==> config.mk <==
export PLATFORM = sky130hd
export DESIGN_NAME = igss_top
export DESIGN_NICKNAME = d
export VERILOG_FILES = /design/src/igss_pkg.sv /design/src/igss_prio.sv /design/src/igss_rr.sv /design/src/igss_top.sv
export SDC_FILE = /design/constraint.sdc
export NUM_CORES = 1
export LEC_CHECK = 0
export BUFFER_PORTS_ARGS = -buffer_cell sky130_fd_sc_hd__buf_2
export CORE_ASPECT_RATIO = 0.5
export CORE_MARGIN = 2
export CORE_UTILIZATION = 42
export DETAILED_ROUTE_END_ITERATION = 10
export PLACE_DENSITY = 0.61
export RECOVER_POWER = 25
export SLEW_MARGIN = 40
export SYNTH_ARGS = -nofsm -noshare
export SYNTH_HDL_FRONTEND = slang
export SYNTH_SLANG_ARGS = --single-unit
export TNS_END_PERCENT = 100
==> constraint.sdc <==
create_clock -name clk_sys -period 2.4 [get_ports clk_sys]
set_input_delay 0.24 -clock clk_sys [delete_from_list [all_inputs] [get_ports clk_sys]]
set_output_delay 0.24 -clock clk_sys [all_outputs]
set_load 0.01 [all_outputs]
==> src/igss_pkg.sv <==
// Constants and types shared by the IMA group start-up and status block.
// Operation
// - Group up only when both group machines operational
// - Group down when either group machine not operational
// - While down, report highest-priority single cause
// - Traffic down entry signalled to user and ATM
// - ATM management gets both the down and the up notification
// - Traffic up return signalled to user and ATM
// - No cell lost when links added or recovered
// - No cell lost when links removed or inhibited
// - All accepted links go tx-Usable in one update
// - All accepted rx-Active together after tx reported
// - All accepted tx-Active together after rx reported
// - Wait one second before rx-Active, unless far usable
// - Wait one second before tx-Active, unless far active
// - Link insertion aligned to round-robin sequence wrap
// - Operational only when minimum tx/rx links possible
package igss_pkg;
   // Link count and cause count served by default
   localparam int IGSS_NLINK = 8;
   localparam int IGSS_NCAUSE = 8;
   localparam int IGSS_CAUSE_W = 4;
   // Group state machine codes as seen on the local and remote state inputs
   localparam int IGSS_GSM_W = 3;
   localparam logic [2:0] IGSS_GSM_OPERATIONAL = 3'h4;
   // Cause code reported while the group is up or with no cause pending
   localparam logic [3:0] IGSS_CAUSE_NONE = 4'h0;
   // Start-up wait, one second, in nanoseconds, and the clock period
   localparam longint IGSS_WAIT_NS = 1000000000;
   localparam longint IGSS_CLK_NS = 20;
   // Least wait rounds up to whole cycles
   localparam int IGSS_WAIT_CYC = int'((IGSS_WAIT_NS + IGSS_CLK_NS - 1) / IGSS_CLK_NS);
   // Start-up sequencer steps
   typedef enum logic [2:0] {
      IGSS_ST_IDLE,
      IGSS_ST_TXU,
      IGSS_ST_WRX,
      IGSS_ST_WTX,
      IGSS_ST_RUN
   } igss_state_t;
endpackage : igss_pkg

==> src/igss_prio.sv <==
// Fixed-priority encoder picking the most urgent pending cause.
`timescale 1ns/1ps
module igss_prio #(
   parameter int N = 8,
   parameter int W = 3
) (
   input wire logic [N-1:0] req,
   output logic [W-1:0] idx,
   output logic any
);
   // Bit 0 is the most urgent; scan from the top down so the lowest set bit, written last, wins
   always_comb begin
      idx = '0;
      any = 1'b0;
      for (int i = N - 1; i >= 0; i--) begin
         if (req[i]) begin
            idx = W'(i);
            any = 1'b1;
         end
      end
   end

   if (N < 1 || (1 << W) < N) begin : g_chk
      $error("igss_prio: index width too small for cause count");
   end
endmodule : igss_prio

==> src/igss_rr.sv <==
// Round-robin cell distributor over the active transmit links.
`timescale 1ns/1ps
module igss_rr #(
   parameter int N = 8,
   parameter int W = 3
) (
   input wire logic clk_sys,
   input wire logic arst_n,
   input wire logic [N-1:0] new_mask,
   input wire logic cell_valid,
   output logic cell_ready,
   output logic [W-1:0] cell_link,
   output logic [N-1:0] cur_mask
);
   logic [N-1:0] next_mask;
   logic [W-1:0] next_link;
   logic found;
   logic [W-1:0] nxt;

   // Lowest set bit of m strictly above lo
   function automatic logic [W:0] above(input logic [N-1:0] m, input int lo);
      logic [W:0] r;
      r = '0;
      for (int i = N - 1; i >= 0; i--) begin
         if (m[i] && i > lo) begin
            r = {1'b1, W'(i)};
         end
      end
      return r;
   endfunction : above

   // Cells are taken only while some link is in the round, so none is dropped
   assign cell_ready = |cur_mask;

   // Mask changes only at the wrap of the round or while the round is empty, never mid-sequence
   always_comb begin
      next_mask = cur_mask;
      next_link = cell_link;
      {found, nxt} = above(cur_mask, int'(cell_link));
      if (cur_mask == '0 || (cell_valid && !found)) begin
         next_mask = new_mask;
         {found, nxt} = above(new_mask, -1);
         next_link = nxt;
      end else if (cell_valid) begin
         next_link = nxt;
      end
   end

   always_ff @(posedge clk_sys or negedge arst_n) begin
      if (!arst_n) begin
         cur_mask <= '0;
         cell_link <= '0;
      end else begin
         cur_mask <= next_mask;
         cell_link <= next_link;
      end
   end

   if (N < 1 || (1 << W) < N) begin : g_chk
      $error("igss_rr: link index width too small");
   end
endmodule : igss_rr

==> src/igss_top.sv <==
// Group status, start-up sequencing and cell distribution for one IMA group.
`timescale 1ns/1ps
module igss_top #(
   parameter int NLINK = igss_pkg::IGSS_NLINK,
   parameter int NCAUSE = igss_pkg::IGSS_NCAUSE,
   parameter int WAIT_CYCLES = igss_pkg::IGSS_WAIT_CYC,
   localparam int LW = $clog2(NLINK),
   localparam int CNT_W = $clog2(NLINK + 1)
) (
   input wire logic clk_sys,
   input wire logic arst_n,
   input wire logic [igss_pkg::IGSS_GSM_W-1:0] local_gsm,
   input wire logic [igss_pkg::IGSS_GSM_W-1:0] remote_gsm,
   input wire logic [NCAUSE-1:0] cause_req,
   output logic group_up,
   output logic [igss_pkg::IGSS_CAUSE_W-1:0] fail_cause,
   output logic um_down_evt,
   output logic atm_down_evt,
   output logic um_up_evt,
   output logic atm_up_evt,
   input wire logic startup_go,
   input wire logic startup_abort,
   input wire logic icp_update,
   input wire logic [NLINK-1:0] cfg_links,
   input wire logic [NLINK-1:0] accepted_links,
   input wire logic [NLINK-1:0] fe_tx_usable,
   input wire logic [NLINK-1:0] fe_rx_active,
   input wire logic [CNT_W-1:0] min_tx_links,
   input wire logic [CNT_W-1:0] min_rx_links,
   output logic [NLINK-1:0] tx_usable_mask,
   output logic [NLINK-1:0] rx_active_mask,
   output logic [NLINK-1:0] tx_active_mask,
   output logic startup_busy,
   output logic gsm_op_allow,
   input wire logic [NLINK-1:0] link_enable,
   input wire logic cell_valid,
   output logic cell_ready,
   output logic [LW-1:0] cell_link
);
   import igss_pkg::*;

   localparam int TW = $clog2(WAIT_CYCLES + 1);
   localparam int PW = (NCAUSE > 1) ? $clog2(NCAUSE) : 1;

   logic both_op;
   logic next_up;
   logic [IGSS_CAUSE_W-1:0] next_cause;
   logic [PW-1:0] prio_idx;
   logic prio_any;
   igss_state_t state;
   igss_state_t next_state;
   logic [TW-1:0] timer;
   logic [TW-1:0] next_timer;
   logic [NLINK-1:0] next_txu;
   logic [NLINK-1:0] next_rxa;
   logic [NLINK-1:0] next_txa;
   logic [NLINK-1:0] acc;
   logic [NLINK-1:0] next_acc;
   logic next_allow;
   logic timer_done;
   logic fe_all_usable;
   logic fe_all_active;
   logic cnt_ok;
   logic [NLINK-1:0] rr_mask;

   // Number of links in a mask
   function automatic logic [CNT_W-1:0] popcnt(input logic [NLINK-1:0] m);
      logic [CNT_W-1:0] c;
      c = '0;
      for (int i = 0; i < NLINK; i++) begin
         c = c + CNT_W'(m[i]);
      end
      return c;
   endfunction : popcnt

   // Group status: up only when both ends are operational
   assign both_op = (local_gsm == IGSS_GSM_OPERATIONAL) && (remote_gsm == IGSS_GSM_OPERATIONAL);

   igss_prio #(.N(NCAUSE), .W(PW)) u_prio (
      .req(cause_req),
      .idx(prio_idx),
      .any(prio_any)
   );

   // Status and notification next values
   always_comb begin
      next_up = both_op;
      next_cause = IGSS_CAUSE_NONE;
      if (!both_op && prio_any) begin
         next_cause = IGSS_CAUSE_W'(prio_idx) + IGSS_CAUSE_W'(1);
      end
   end

   // Events are edges of the registered status, so a flap yields one pulse each way
   always_ff @(posedge clk_sys or negedge arst_n) begin
      if (!arst_n) begin
         group_up <= 1'b0;
         fail_cause <= IGSS_CAUSE_NONE;
         um_down_evt <= 1'b0;
         atm_down_evt <= 1'b0;
         um_up_evt <= 1'b0;
         atm_up_evt <= 1'b0;
      end else begin
         group_up <= next_up;
         fail_cause <= next_cause;
         um_down_evt <= group_up && !next_up;
         atm_down_evt <= group_up && !next_up;
         um_up_evt <= !group_up && next_up;
         atm_up_evt <= !group_up && next_up;
      end
   end

   // Start-up conditions: enough links, far-end early-exit terms, one-second wait
   assign cnt_ok = (min_tx_links != '0) && (min_rx_links != '0)
      && (popcnt(accepted_links) >= min_tx_links) && (popcnt(accepted_links) >= min_rx_links);
   assign fe_all_usable = (cfg_links & ~fe_tx_usable) == '0;
   assign fe_all_active = (cfg_links & ~fe_rx_active) == '0;
   assign timer_done = timer >= TW'(WAIT_CYCLES - 1);

   // Start-up sequencer; every mask change except the abort clear waits for an update boundary
   always_comb begin
      next_state = state;
      next_timer = (timer_done) ? timer : timer + TW'(1);
      next_txu = tx_usable_mask;
      next_rxa = rx_active_mask;
      next_txa = tx_active_mask;
      next_acc = acc;
      next_allow = gsm_op_allow;
      if (startup_abort) begin
         next_state = IGSS_ST_IDLE;
         next_txu = '0;
         next_rxa = '0;
         next_txa = '0;
         next_allow = 1'b0;
      end else begin
         unique case (state)
            IGSS_ST_IDLE: begin
               if (startup_go && cnt_ok) begin
                  next_acc = accepted_links; // Frozen so all steps name the same links
                  next_state = IGSS_ST_TXU;
               end
            end
            IGSS_ST_TXU: begin
               if (icp_update) begin
                  next_txu = acc;
                  next_timer = '0;
                  next_state = IGSS_ST_WRX;
               end
            end
            IGSS_ST_WRX: begin
               if (icp_update && (timer_done || fe_all_usable)) begin
                  next_rxa = acc;
                  next_timer = '0;
                  next_state = IGSS_ST_WTX;
               end
            end
            IGSS_ST_WTX: begin
               if (icp_update && (timer_done || fe_all_active)) begin
                  next_txa = acc;
                  next_allow = 1'b1;
                  next_state = IGSS_ST_RUN;
               end
            end
            IGSS_ST_RUN: begin
               next_state = IGSS_ST_RUN;
            end
         endcase
      end
   end

   always_ff @(posedge clk_sys or negedge arst_n) begin
      if (!arst_n) begin
         state <= IGSS_ST_IDLE;
         timer <= '0;
         tx_usable_mask <= '0;
         rx_active_mask <= '0;
         tx_active_mask <= '0;
         acc <= '0;
         gsm_op_allow <= 1'b0;
      end else begin
         state <= next_state;
         timer <= next_timer;
         tx_usable_mask <= next_txu;
         rx_active_mask <= next_rxa;
         tx_active_mask <= next_txa;
         acc <= next_acc;
         gsm_op_allow <= next_allow;
      end
   end

   assign startup_busy = (state != IGSS_ST_IDLE) && (state != IGSS_ST_RUN);

   // Distributor sees added, recovered, removed and inhibited links only at round wrap or while its round is empty
   igss_rr #(.N(NLINK), .W(LW)) u_rr (
      .clk_sys(clk_sys),
      .arst_n(arst_n),
      .new_mask(tx_active_mask & link_enable),
      .cell_valid(cell_valid),
      .cell_ready(cell_ready),
      .cell_link(cell_link),
      .cur_mask(rr_mask)
   );

   // A wait shorter than two cycles cannot show the counter restarting, so it is refused
   if (NLINK < 2 || NCAUSE < 1 || WAIT_CYCLES < 2 || (1 << IGSS_CAUSE_W) <= NCAUSE) begin : g_chk
      $error("igss_top: unsupported link count, cause count or wait length");
   end

   // A wrap is a cell taken at the highest link of the round; only then, or while the round is empty, may the round change
   logic rr_wrap;
   assign rr_wrap = cell_valid && cell_ready && ((rr_mask >> cell_link) == NLINK'(1));
endmodule : igss_top

Word-level counts from Yosys, hierarchy flattened
Index checks and enable logic that the tools add are counted.
- reductions and logical operators: 45
- bitwise operators: 6
- equal/unequal tests: 11
- multiplexer cells: 57
- $lt $le $gt $ge: 10
- add/subtract/negate cells: 9
- operators by type and width (kind ; count):
    $mux W26 ; 4
    $mux W8 ; 9
    $mux W3 ; 23
    $pmux W26 S2 ; 1
    $mux W4 ; 8
    $add A26 B1 Y26 const B ; 1
    $ge A26 B26 Y1 const B ; 1
    $and A8 B8 Y8 ; 3
    $logic_not A8 Y1 ; 3
    $logic_and A1 B1 Y1 ; 19
    $add A4 B1 Y4 ; 4
    $not A8 Y8 ; 2
    $ne A3 B3 Y1 const B ; 5
    $pmux W3 S5 ; 1
    $reduce_bool A2 Y1 ; 7
    $gt A3 B3 Y1 const A ; 4
    $mux W1 ; 11
    $eq A3 B3 Y1 const B ; 3
    $ge A4 B4 Y1 ; 2
    $reduce_bool A4 Y1 ; 2
    $reduce_or A8 Y1 ; 1
    $eq A3 B2 Y1 const B ; 2
    $gt A2 B3 Y1 const A ; 2
    $reduce_and A2 Y1 ; 3
    other kinds (13) ; 17
- bits in registers: 80
- input bits: 68
- logic and storage cells: 151
- output and inout bits: 39

Logic depth before layout (Yosys ltp)
- depth in word-level cells: 14
- depth in mapped cells: 16
- depth with buffers taken out: 15

Cells and area by module
Synthesis repeated with hierarchy kept, for this count alone.
- cells, all modules: 496
- area, all modules: 4715.8 um^2
- modules (own cells, without submodules) (module ; cells each ; sequential area each (um^2) ; instances ; area each (um^2)):
    igss_top ; 410 ; 1726.7 ; 1 ; 3901.2
    igss_rr ; 73 ; 275.3 ; 1 ; 734.5
    igss_prio ; 13 ; 0.0 ; 1 ; 80.1

Least setup slack after synthesis
OpenSTA, ideal clock, no wires.
- path kind: input -> register
- from: input accepted_links[0]
- to: register acc[4]
- required time: 2.270 ns
- path buffers: 1
- arrival time: 3.798 ns
- cell stages on the path: 16
- setup time: 0.130 ns
- path slack: -1.528 ns
- cells stage by stage: inv_1 > fa_1 > fa_1 > fa_1 > inv_1 > ha_1 > fa_1 > xor2_1 > ha_1 > o21a_1 > nor2_1 > nor4_1 > nand4_1 > clkbuf_1 > nand2_1 > o21ai_1
- word-level cells in the longest chain between the ends: 12
- elaborated cells between the ends (all ways): 13
- those cells by class: add/sub: 7; order compare: 2; reduce/logical: 4
- RTL lines (item ; line ; text):
    start: declaration ; igss_top.sv:25 ; input wire logic [NLINK-1:0] accepted_links,
    $add A1 B1 Y2 * ; igss_top.sv:71 ; c = c + CNT_W'(m[i]);
    $add A2 B1 Y3 * ; igss_top.sv:71 ;
    $add A3 B1 Y4 * ; igss_top.sv:71 ;
    $add A4 B1 Y4 * (4 in series) ; igss_top.sv:71 ;
    $ge A4 B4 Y1 ; igss_top.sv:115 ; && (popcnt(accepted_links) >= min_tx_links) && (popcnt(accepted_links) >= min_rx_links);
    $logic_and A1 B1 Y1 ; igss_top.sv:115 ;
    $logic_and A1 B1 Y1 * ; igss_top.sv:115 ;
    $logic_and A1 B1 Y1 * ; igss_top.sv:138 ; if (startup_go && cnt_ok) begin
    $reduce_and A3 Y1 (no line) * ; -- ;
    end signal: assignment ; igss_top.sv:186 ; acc <= next_acc;
    end: declaration ; igss_top.sv:57 ; logic [NLINK-1:0] acc;
Every way passes the cells marked *; elsewhere a longest branch is shown, timed or not.
A chain may end at the register's enable or synchronous reset.

Worst setup path after layout
- from: input accepted_links[3]
- to: register acc[2]
- word-level cells in the longest chain between the ends: 10
- elaborated cells between the ends (all ways): 11
- those cells by class: add/sub: 5; order compare: 2; reduce/logical: 4
- RTL lines (item ; line):
    $add A3 B1 Y4 * ; igss_top.sv:71
    $add A4 B1 Y4 * (4 in series) ; igss_top.sv:71
    $ge A4 B4 Y1 ; igss_top.sv:115
    $logic_and A1 B1 Y1 ; igss_top.sv:115
    $logic_and A1 B1 Y1 * ; igss_top.sv:115
    $logic_and A1 B1 Y1 * ; igss_top.sv:138
    $reduce_and A3 Y1 (no line) * ; --
Marks and branches as above.

==> impl_metrics.csv <==
group,metric,value,unit
global_routing,grt_overflow,0,
final_layout,final_common_cell,"buf_2",
power,leakagePower,0.00276,µW
worst_setup_path,r2r_end,"tx_active_mask[1]",
clock_network,clock_tree.htree_level_count,3,
final_layout,fin_cells,793,
sta,timing.final.ws_setup,-1.20,ns
final_layout,drive_gt1_share,26.1,%
final_layout,n_fill_cell,1040,
logic_synthesis,syn_avg_cell_area,8.99,µm²
logic_synthesis,postSynthCellCount,521,
routing,num_vias,4081,
global_routing,top_usage_layer,"met2",
floorplan,initial_utilization,42.8,%
clock_network,clkTransAtPathRegs,0.06,ns
hold_path,hold_class,"in2reg",
worst_setup_path,start_kind,"primary input",
flow_run,cap_violations,0,
sta,hold_violations,0,
clock_network,clock_sinks,80,
logic_synthesis,yosys_warnings,0,
floorplan,core,10900,µm²
worst_setup_path,reg2reg_setup_slack,0.24,ns
floorplan,ios,107,
routing,wirelength,11.2,mm
final_layout,n_antenna_cell,0,
global_routing,use_met2,29.7,%
logic_synthesis,ys_types,65,
clock_network,cts_tree,"built",
final_layout,final_nets,728,
sta,max_slew_margin,28.7,%
final_layout,areaGrowthSynthToFinish,26.9,%
floorplan,die_x,153,µm
global_routing,grt_pass1_vias,3844,
sta,fin_crit_sh,150,%
outcome,violations,"setup timing",
logic_synthesis,yosysSeqAreaShare,42.7,%
global_routing,grt_util_met3,5.14,%
logic_synthesis,synth_area_leaders,"dfrtp_1, a21oi_1, nor2_1",
power,ir_worst_vdd,0.491,mV
worst_setup_path,path_cells,"buf_8, inv_8, fa_1, fa_1, fa_1, inv_1, ha_2, fa_2, xor2_2, ha_4, o21a_1, nor2_1, nor4_2, nand4_1, mux2_1",
logic_synthesis,yosysTopAreaCell,"dfrtp_1",
worst_setup_path,rr_worst_depth,7,
routing,drc,0,
global_routing,antenna_found_initial,0,
global_routing,grt_use_met1,27.7,%
worst_setup_path,path_buf_inv,3,
routing,detail-route-antenna-nets,0,
global_routing,track_usage,19.3,%
floorplan,die_area,12100,µm²
hold_path,min_from,"link_enable[0]",
logic_synthesis,synth_top_area_share,42.7,%
global_routing,grt_max_degree,44,
worst_setup_path,cpMaxStageDelayCell,"fa_1",
sta,grt_setup_unrepaired,"true",
final_layout,fin_util,54.3,%
worst_setup_path,worstPathMaxFanout,2,
clock_network,clock_latency,0.34,ns
clock_network,numCtsBuffers,9,
worst_setup_path,crit_type,"in2reg",
sta,final-setup-viol-count,9,
logic_synthesis,synth_edf_count,0,
hold_path,holdPathEnd,"u_rr.cur_mask[0]",
placed_design,gp_congestion,0.841,
worst_setup_path,max_stage_delay,0.54,ns
floorplan,die_h,78.7,µm
final_layout,mostFrequentLayoutCells,"buf_2, dfrtp_1, nor2_1",
power,powerDensity,856,nW/µm²
power,fin_total_pwr,5090,µW
logic_synthesis,syn_nets,606,
global_routing,grt_pass1_wl,18.9,mm
placed_design,numPortBuffers,106,
logic_synthesis,syn_area,4680,µm²
logic_synthesis,yosys_register_bits,80,
worst_setup_path,r2r-start,"timer[19]",
routing,vias_per_cell,5.15,
worst_setup_path,cp_common_cell,"fa_1",
worst_setup_path,path_delay_family,"adder cells",
routing,drtIter0Drc,220,
worst_setup_path,worstPathArrival,3.82,ns
hold_path,hold_depth,3,
logic_synthesis,synth_ff_type,"dfrtp_1",
floorplan,rows,27,
logic_synthesis,ys_async_sr_fraction,100,%
sta,fmax,278,MHz
sta,finalCriticalPeriod,3.60,ns
sta,worst_slew_pin_slew,1.07,ns
outcome,outcome,"finished, violations left",
clock_network,root_buffer,"clkbuf_16",
sta,drv_slew,0,
placed_design,placedCellCount,774,
worst_setup_path,cp.required,2.62,ns
placed_design,dpl.hpwl,8.25,mm
routing,wl_per_cell,14.1,µm
worst_setup_path,end_kind,"register",
sta,skew,0.0131,ns
routing,dr.pass1.iters,5,
clock_network,cts_buffer_depth,2,
worst register-to-register path, cell delays in order, from the launching register on:
cell     delay (ns)
dfrtp_1        0.43
and4_4         0.28
and2_4         0.16
and4_1         0.32
a21oi_2        0.14
nor4b_4        0.29
buf_4          0.25
mux2i_1        0.21
worst max-delay path by stage:
stage	from	depth (start not counted)	endpoint
global placement	accepted_links[3]	17	acc[7]
global route	accepted_links[3]	15	acc[2]
CTS	accepted_links[3]	15	acc[2]
floorplan	accepted_links[3]	14	acc[2]
detailed placement	accepted_links[3]	17	acc[6]
finish	accepted_links[3]	15	acc[2]
sequential cells by signal (all words and copies together), names as in the netlist, 3 cells and up:
register	count
state	3
timer	26
fail_cause	4
tx_active_mask	8
u_rr.cur_mask	8
rx_active_mask	8
acc	8
tx_usable_mask	8
u_rr.cell_link	3
final cells by class:
cell class	instances	area [µm²]	area share [%]
well taps	145	181	3.05
clock inverters	7	109	1.83
repair buffers	133	759	12.8
clock buffers	9	225	3.79
multi-input cells	380	2510	42.3
inverters	39	154	2.59
flip-flops and latches	80	2000	33.7
timing repair:
action	in CTS	in global routing
hold buffers	1	0
cloned	0	0
hold endpoints to repair	41	0
pin swaps	8	1
endpoints found under the setup margin	9	9
buffers inserted	2	0
resized for setup	14	2
power breakdown:
group	internal (µW)	leakage, µW	total (µW)	switching (µW)
logic	762	0.00158	1600	835
registers	1620	0.00102	1960	343
clock network	937	0.000165	1530	595
cell families after synthesis:
logic type	after synthesis	share of synthesized area (%)
XOR/XNOR	26	4.86
buffers and inverters	61	5.61
AO/OA/AOI/OAI	119	16.7
AND/OR/NAND/NOR	207	22.5
multiplexers	11	2.40
flip-flops	80	42.7
adder cells (fa/ha/maj)	17	5.18
per-stage QoR:
step	instance area (µm²)	hold WS, ns	worst slack (ns)	setup TNS (ns)
after floorplan	4710	-0.0556	-1.45	-12.39
after global placement	5500	0.278	-1.66	-14.73
after detailed placement	5500	0.280	-1.71	-15.22
after CTS	5960	0.154	-1.17	-10.38
after global routing	5940	0.172	-1.37	-12.13
final	5940	0.160	-1.20	-10.41
cells in the mapped netlist, drive strengths merged, types with 3 or more instances:
| cell | number |
|---|---|
| o21ai | 28 |
| inv | 39 |
| a21boi | 5 |
| nand4 | 13 |
| o31ai | 3 |
| nand2 | 47 |
| nor4b | 3 |
| nor3 | 7 |
| fa | 4 |
| ha | 13 |
| and3 | 4 |
| nor2 | 50 |
| and2 | 9 |
| xor2 | 11 |
| a21oi | 40 |
| xnor2 | 15 |
| nand3 | 30 |
| a21o | 3 |
| o21bai | 3 |
| buf | 14 |
| dfrtp | 80 |
| a22oi | 3 |
| clkbuf | 8 |
| and4 | 4 |
| o2bb2ai | 3 |
| nor4 | 8 |
| mux2i | 9 |
| o21a | 3 |
| a2111oi | 3 |
| nand2b | 24 |
| o22ai | 7 |
routing by layer:
layer	routed length, µm	up-vias
met5	0	-
met4	75	0
met3	505	8
met2	5030	83
met1	5570	1923
li1	-	2067
Power figures use the tool's default switching activity.
